===== config.mk =====
export PLATFORM = sky130hd
export DESIGN_NAME = drpor_sequencer
export DESIGN_NICKNAME = d
export VERILOG_FILES = /design/src/drpor_sequencer.v
export VERILOG_INCLUDE_DIRS = /design/src
export SDC_FILE = /design/constraint.sdc
export NUM_CORES = 1
export LEC_CHECK = 0
export BUFFER_PORTS_ARGS = -buffer_cell sky130_fd_sc_hd__buf_2
export CAP_MARGIN = 20
export CORE_MARGIN = 2
export CORE_UTILIZATION = 56
export CTS_BUF_LIST = sky130_fd_sc_hd__clkbuf_8
export CTS_CLUSTER_SIZE = 12
export DETAILED_ROUTE_END_ITERATION = 10
export PLACE_DENSITY = 0.87
export SYNTH_ARGS = -nofsm -noshare
export SYNTH_HDL_FRONTEND = slang
export SYNTH_SLANG_ARGS = --single-unit

===== constraint.sdc =====
create_clock -name clock_i -period 1.76 [get_ports clock_i]
set_input_delay 0.44 -clock clock_i [delete_from_list [all_inputs] [get_ports clock_i]]
set_output_delay 0.44 -clock clock_i [all_outputs]
set_load 0.02 [all_outputs]

===== src/drpor_defines.vh =====
// Constants for the dual rail power-on reset sequencer.
`ifndef DRPOR_DEFINES_VH
`define DRPOR_DEFINES_VH
`define DRPOR_CLK_HZ        125000000
`define DRPOR_SLOW_HZ       22500
`define DRPOR_HOLD_MS       180
// Clocks per slow tick and ticks per hold, rounded up and sized to the counters.
`define DRPOR_SLOW_DIV      13'h15B4
`define DRPOR_HOLD_TICKS    13'hFD2
`define DRPOR_DIV_W         13
`define DRPOR_HOLD_W        13
`define DRPOR_ST_RESET      2'h0
`define DRPOR_ST_HOLD       2'h1
`define DRPOR_ST_RUN        2'h2
`define DRPOR_TREE_W        8
// Clocks from a pin change to its settled level: three flops plus the agree stage.
`define DRPOR_SENSE_LAG     4
`endif


===== src/drpor_sequencer.v =====
// Dual rail power-on reset sequencer with strap-selected tree test mode.
`timescale 1ns/10ps
`include "drpor_defines.vh"

module drpor_sequencer
#(
  parameter [`DRPOR_DIV_W-1:0]  SLOW_DIV   = `DRPOR_SLOW_DIV,
  parameter [`DRPOR_HOLD_W-1:0] HOLD_TICKS = `DRPOR_HOLD_TICKS
)
(
  input  wire                     clock_i,
  input  wire                     reset_n_i,
  input  wire                     standby_supply_ok_i,
  input  wire                     main_supply_ok_i,
  input  wire                     main_rail_reset_n_i,
  output wire                     main_rail_reset_n_o,
  output wire                     main_rail_reset_n_oe_o,
  output wire                     standby_rail_reset_n_o,
  input  wire                     diode_cathode_pin_i,
  input  wire [`DRPOR_TREE_W-1:0] tree_inputs_i,
  output reg                      tree_test_mode_o,
  output reg                      tree_test_result_out_o,
  output wire                     tree_test_result_oe_o,
  output wire                     external_reset_o
);

  // Three-stage synchronisers for the supply, reset pin and strap inputs; the tree inputs are not synchronised.
  reg [2:0] stby_sync_reg;
  reg [2:0] main_sync_reg;
  reg [2:0] ext_sync_reg;
  reg [2:0] strap_sync_reg;
  reg       stby_ok_reg;
  reg       main_ok_reg;
  reg       ext_low_reg;
  reg       strap_reg;
  reg       strap_taken_reg;
  reg [`DRPOR_DIV_W-1:0]  div_reg;
  reg                     tick_reg;
  reg [1:0]               stby_state_reg;
  reg [`DRPOR_HOLD_W-1:0] stby_cnt_reg;
  reg [1:0]               main_state_reg;
  reg [`DRPOR_HOLD_W-1:0] main_cnt_reg;
  reg                     main_drive_reg;
  wire                    stby_released;
  wire                    main_ready;
  reg                     stby_out_reg;
  reg [`DRPOR_SENSE_LAG-1:0] drive_hist_reg;

  // Sequencer state codes, shared by both rails.
  localparam [1:0] ST_RESET = `DRPOR_ST_RESET;
  localparam [1:0] ST_HOLD  = `DRPOR_ST_HOLD;
  localparam [1:0] ST_RUN   = `DRPOR_ST_RUN;

  // A synchroniser has settled once its second and third stages agree.
  function sync_agree;
    input [2:0] stages;
    begin
      sync_agree = (stages[1] == stages[2]);
    end
  endfunction

  // True on the count that the last slow tick of a hold interval ends.
  function hold_last;
    input [`DRPOR_HOLD_W-1:0] count;
    begin
      hold_last = (count == HOLD_TICKS - 1'b1);
    end
  endfunction

  // A level counts only once the second and third stages agree.
  always @(posedge clock_i or negedge reset_n_i)
  begin
    if (!reset_n_i)
    begin
      stby_sync_reg  <= 3'h0;
      main_sync_reg  <= 3'h0;
      ext_sync_reg   <= 3'h7;
      strap_sync_reg <= 3'h0;
      stby_ok_reg    <= 1'b0;
      main_ok_reg    <= 1'b0;
      ext_low_reg    <= 1'b0;
      strap_reg      <= 1'b0;
    end
    else
    begin
      stby_sync_reg  <= {stby_sync_reg[1:0], standby_supply_ok_i};
      main_sync_reg  <= {main_sync_reg[1:0], main_supply_ok_i};
      ext_sync_reg   <= {ext_sync_reg[1:0], main_rail_reset_n_i};
      strap_sync_reg <= {strap_sync_reg[1:0], diode_cathode_pin_i};
      if (sync_agree(stby_sync_reg))
        stby_ok_reg <= stby_sync_reg[2];
      if (sync_agree(main_sync_reg))
        main_ok_reg <= main_sync_reg[2];
      if (sync_agree(ext_sync_reg))
        ext_low_reg <= ~ext_sync_reg[2];
      if (sync_agree(strap_sync_reg))
        strap_reg <= strap_sync_reg[2];
    end
  end

  // Slow oscillator stand-in: one-cycle tick every SLOW_DIV clocks.
  always @(posedge clock_i or negedge reset_n_i)
  begin
    if (!reset_n_i)
    begin
      div_reg  <= {`DRPOR_DIV_W{1'b0}};
      tick_reg <= 1'b0;
    end
    else if (div_reg == SLOW_DIV - 1'b1)
    begin
      div_reg  <= {`DRPOR_DIV_W{1'b0}};
      tick_reg <= 1'b1;
    end
    else
    begin
      div_reg  <= div_reg + 1'b1;
      tick_reg <= 1'b0;
    end
  end

  // Standby sequencer; a dip drops back to reset and the count restarts.
  always @(posedge clock_i or negedge reset_n_i)
  begin
    if (!reset_n_i)
    begin
      stby_state_reg <= ST_RESET;
      stby_cnt_reg   <= {`DRPOR_HOLD_W{1'b0}};
    end
    else if (!stby_ok_reg)
    begin
      stby_state_reg <= ST_RESET;
      stby_cnt_reg   <= {`DRPOR_HOLD_W{1'b0}};
    end
    else
    begin
      case (stby_state_reg)
        ST_RESET:
        begin
          stby_state_reg <= ST_HOLD;
          stby_cnt_reg   <= {`DRPOR_HOLD_W{1'b0}};
        end
        ST_HOLD:
        begin
          if (tick_reg)
          begin
            if (hold_last(stby_cnt_reg))
              stby_state_reg <= ST_RUN;
            stby_cnt_reg <= stby_cnt_reg + 1'b1;
          end
        end
        ST_RUN:
          stby_state_reg <= ST_RUN;
        default:
          stby_state_reg <= ST_RESET;
      endcase
    end
  end

  assign stby_released = (stby_state_reg == ST_RUN);

  // Main hold starts only once main is good and standby has released,
  // so a late standby pushes the main release out by a full hold.
  // The external request is not fed back into main's own hold, which
  // would otherwise latch the pin low forever through our own drive.
  assign main_ready = main_ok_reg & stby_released;

  always @(posedge clock_i or negedge reset_n_i)
  begin
    if (!reset_n_i)
    begin
      main_state_reg <= ST_RESET;
      main_cnt_reg   <= {`DRPOR_HOLD_W{1'b0}};
    end
    else if (!main_ready)
    begin
      main_state_reg <= ST_RESET;
      main_cnt_reg   <= {`DRPOR_HOLD_W{1'b0}};
    end
    else
    begin
      case (main_state_reg)
        ST_RESET:
        begin
          main_state_reg <= ST_HOLD;
          main_cnt_reg   <= {`DRPOR_HOLD_W{1'b0}};
        end
        ST_HOLD:
        begin
          if (tick_reg)
          begin
            if (hold_last(main_cnt_reg))
              main_state_reg <= ST_RUN;
            main_cnt_reg <= main_cnt_reg + 1'b1;
          end
        end
        ST_RUN:
          main_state_reg <= ST_RUN;
        default:
          main_state_reg <= ST_RESET;
      endcase
    end
  end

  // Registered reset drives, so no decode glitch reaches a reset pin.
  // A supply drop forces the reset on the same clock that the state drops back to reset.
  always @(posedge clock_i or negedge reset_n_i)
  begin
    if (!reset_n_i)
    begin
      main_drive_reg <= 1'b1;
      stby_out_reg   <= 1'b0;
      drive_hist_reg <= {`DRPOR_SENSE_LAG{1'b1}};
    end
    else
    begin
      main_drive_reg <= ~main_ready | (main_state_reg != ST_RUN);
      stby_out_reg   <= stby_ok_reg & (stby_state_reg == ST_RUN);
      drive_hist_reg <= {drive_hist_reg[`DRPOR_SENSE_LAG-2:0], main_drive_reg};
    end
  end

  assign standby_rail_reset_n_o = stby_out_reg;
  assign main_rail_reset_n_o    = 1'b0;
  assign main_rail_reset_n_oe_o = main_drive_reg;
  // Our own pull-low needs the synchroniser's lag to drain after we release,
  // so the sensed pin is ignored that long to avoid a false external reset.
  assign external_reset_o = ext_low_reg & ~main_drive_reg & ~(|drive_hist_reg);

  // Strap is caught once, on the first settled sample after standby comes up.
  always @(posedge clock_i or negedge reset_n_i)
  begin
    if (!reset_n_i)
    begin
      strap_taken_reg  <= 1'b0;
      tree_test_mode_o <= 1'b0;
    end
    else if (!stby_ok_reg)
    begin
      strap_taken_reg  <= 1'b0;
      tree_test_mode_o <= 1'b0;
    end
    else if (!strap_taken_reg && sync_agree(stby_sync_reg))
    begin
      strap_taken_reg  <= 1'b1;
      tree_test_mode_o <= strap_reg;
    end
  end

  // NAND tree chain result, registered onto the address strap pin.
  always @(posedge clock_i or negedge reset_n_i)
  begin
    if (!reset_n_i)
      tree_test_result_out_o <= 1'b0;
    else
      tree_test_result_out_o <= ~(&tree_inputs_i);
  end

  assign tree_test_result_oe_o = tree_test_mode_o;

endmodule // drpor_sequencer


==> flow_summary.yaml <==
run_status:
  status: "finished with violations"
  violations: "setup timing"
placed_design:
  pre_cts_slack_ns: 0.0592
  dp_cells: 393
  numPortBuffers: 19
  place_congestion: 0.874
  dp_hpwl_mm: 3.81
yosys:
  synth_ff_type: "dfrtp_1"
  synth_area_um2: 3220
  ys_ff_latch: 69
  yosysSeqAreaShare_pct: 53.9
  synth_edf_count: 0
  async_flop_share_pct: 100
  yosys_warnings: 0
  synth.top_cell.area_share_pct: 47.3
  synth_area_leaders: "dfrtp_1, dfstp_2, ha_1, nand2_1, o21ai_0"
  avgSynthCellArea_um2: 10.6
  netlist.top_cell.by_area: "dfrtp_1"
  synthCells: 305
  ys_types: 49
  synth_fp_nets: 330
clock_tree:
  clk-insertion-delay-late_ns: 0.34
  cts.sinks: 69
  cts.clk_slew.worst_paths_ns: 0.07
  cts_tree: "built"
  cts_setup_buffers: 0
  clockBufferDepth: 2
  numCtsBuffers: 9
  htreeDepth: 3
  cts-root-buf: "clkbuf_8"
route:
  wire_per_inst_um: 13.8
  drt_iter0_markers: 161
  vias_per_cell: 5.69
  drc_errors: 0
  detail-route-antenna-nets: 0
  drt_wl_total_mm: 5.66
  dr.pass1.iters: 4
  num_vias: 2329
final_layout:
  num-fill-cells: 408
  fin_cells: 409
  multi_input_area_um2: 1430
  n_antenna_cell: 0
  final_common_cell: "dfrtp_1"
  syn2layout_area_growth_pct: 15.1
  drive_gt1_share_pct: 20.8
  final_cell_mix: "dfrtp_1, nand2_1, nor2_1"
  seq_area_um2: 1740
  final_nets: 357
floorplanning:
  die_area_um2: 6380
  core_um2: 5540
  std_cell_rows: 27
  initial_core_util_pct: 58.2
  die_h_um: 79.9
  die_width_um: 79.9
  boundaryPins: 21
setup_path:
  crit_required_ns: 1.32
  start_kind: "flop"
  endpoint_kind: "primary output"
  r2r-start: "main_cnt_reg[0]"
  crit_type: "flop to primary output"
  path_max_fanout: 2
  crit_chain: "or4_4 -> nor3_2 -> buf_4"
  startpoint: "drive_hist_reg[1]"
  crit_slowest_cell: "or4_4"
  critPathMaxStageDelay_ns: 0.52
  cp.arrival_ns: 1.49
global_routing:
  grtUsageMet3_pct: 3.62
  antenna_found_initial: 0
  track_usage_pct: 19.7
  busiest_layer: "met2"
  grt.met2_usage_pct: 31.8
  overflow: 0
  grt_max_degree: 70
  met1_usage_pct: 25.4
  grt_pass1_wl_mm: 9.87
  grt_pass1_vias: 2278
timing:
  skew_ns: 0.00960
  min_period_ns: 1.93
  slew_viol_final: 0
  rsz0062_at_grt: "yes"
  hold_violations: 0
  fmax_mhz: 519
  finalCritPeriodShare_pct: 109
  finalSetupViolations: 1
  worst_slack_ns: -0.166
power_and_ir_drop:
  p_leak_nw: 1.59
  vdd_drop_max_mv: 0.625
  powerDensity_nw_per_um2: 998
hold_path:
  hold_path_class: "input port to async pin"
run:
  drv_cap: 0
critical path: cells and delay by family, from the launching register on:
kind	cells	cell delay, ns
simple gates	2	0.63
flops	1	0.37
buf+inv	1	0.16
stage by stage:
step | setup TNS [ns] | hold WS [ns] | power (mW) | util (%) | area [um^2]
final | -0.166 | 0.114 | 3.70 | 67.0 | 3710
after global routing | -0.232 | 0.153 | 3.87 | 67.0 | 3710
after CTS | -0.228 | 0.120 | 3.69 | 66.0 | 3650
after detailed placement | 0 | 0.335 | 2.19 | 61.6 | 3410
after global placement | 0 | 0.333 | 2.16 | 61.6 | 3410
after floorplan | 0 | 0.144 | 2.02 | - | 3220
final timing paths:
path	slack [ns]	cells after the start	to
worst max-delay path	-0.17	3	external_reset_o
worst min-delay path	0.11	2	div_reg[5]
worst max register to register	0.12	5	main_cnt_reg[8]
worst min register to register	0.35	0	main_sync_reg[1]
max in group asynchronous	1.33	2	drive_hist_reg[1]
min in group clock_i	0.20	1	strap_sync_reg[0]
power breakdown:
group          switching, mW  internal [mW]  leakage, nW  total (mW)
Combinational          0.321          0.195        0.585       0.516
Sequential            0.0358           1.65        0.882        1.69
Clock                  0.552          0.951        0.126        1.50
Total                  0.909           2.80         1.59        3.70
layer usage:
layer	vias up	part of all wire, %
li1	1137	-
met1	1132	45
met2	53	50
met3	7	3.6
met4	0	0.85
met5	-	0
cell type report:
cell class	instances	area share [%]
Clock buffer	13	4.82
Inverter	10	1.01
Timing Repair Buffer	27	4.59
Sequential cell	69	46.8
Tap cell	72	2.43
Multi-Input combinational cell	215	38.6
Clock inverter	3	1.75
what timing repair did:
item,in CTS,in global routing
cloned,0,0
hold buffers,0,0
endpoints found under the setup margin,1,11
resized for setup,0,14
Yosys cell counts (8+ instances only):
master,number
nand4_1,12
nor2_1,24
nor3_1,8
nand2_1,29
nand3_1,13
inv_1,10
ha_1,11
dfstp_2,8
dfrtp_1,61
o21ai_0,18
a21oi_1,10
xor2_1,8
cells by family after synthesis:
kind of cell	share of synthesized area [%]
DFF	53.9
buffers and inverters	3.38
and+or+nand+nor	20.6
muxes	2.87
AOI/OAI and AO/OA	10.2
xor gates and xnor gates	3.80
other	0.116
adders and majority gates	5.20
(Power assumes the default switching activity.)
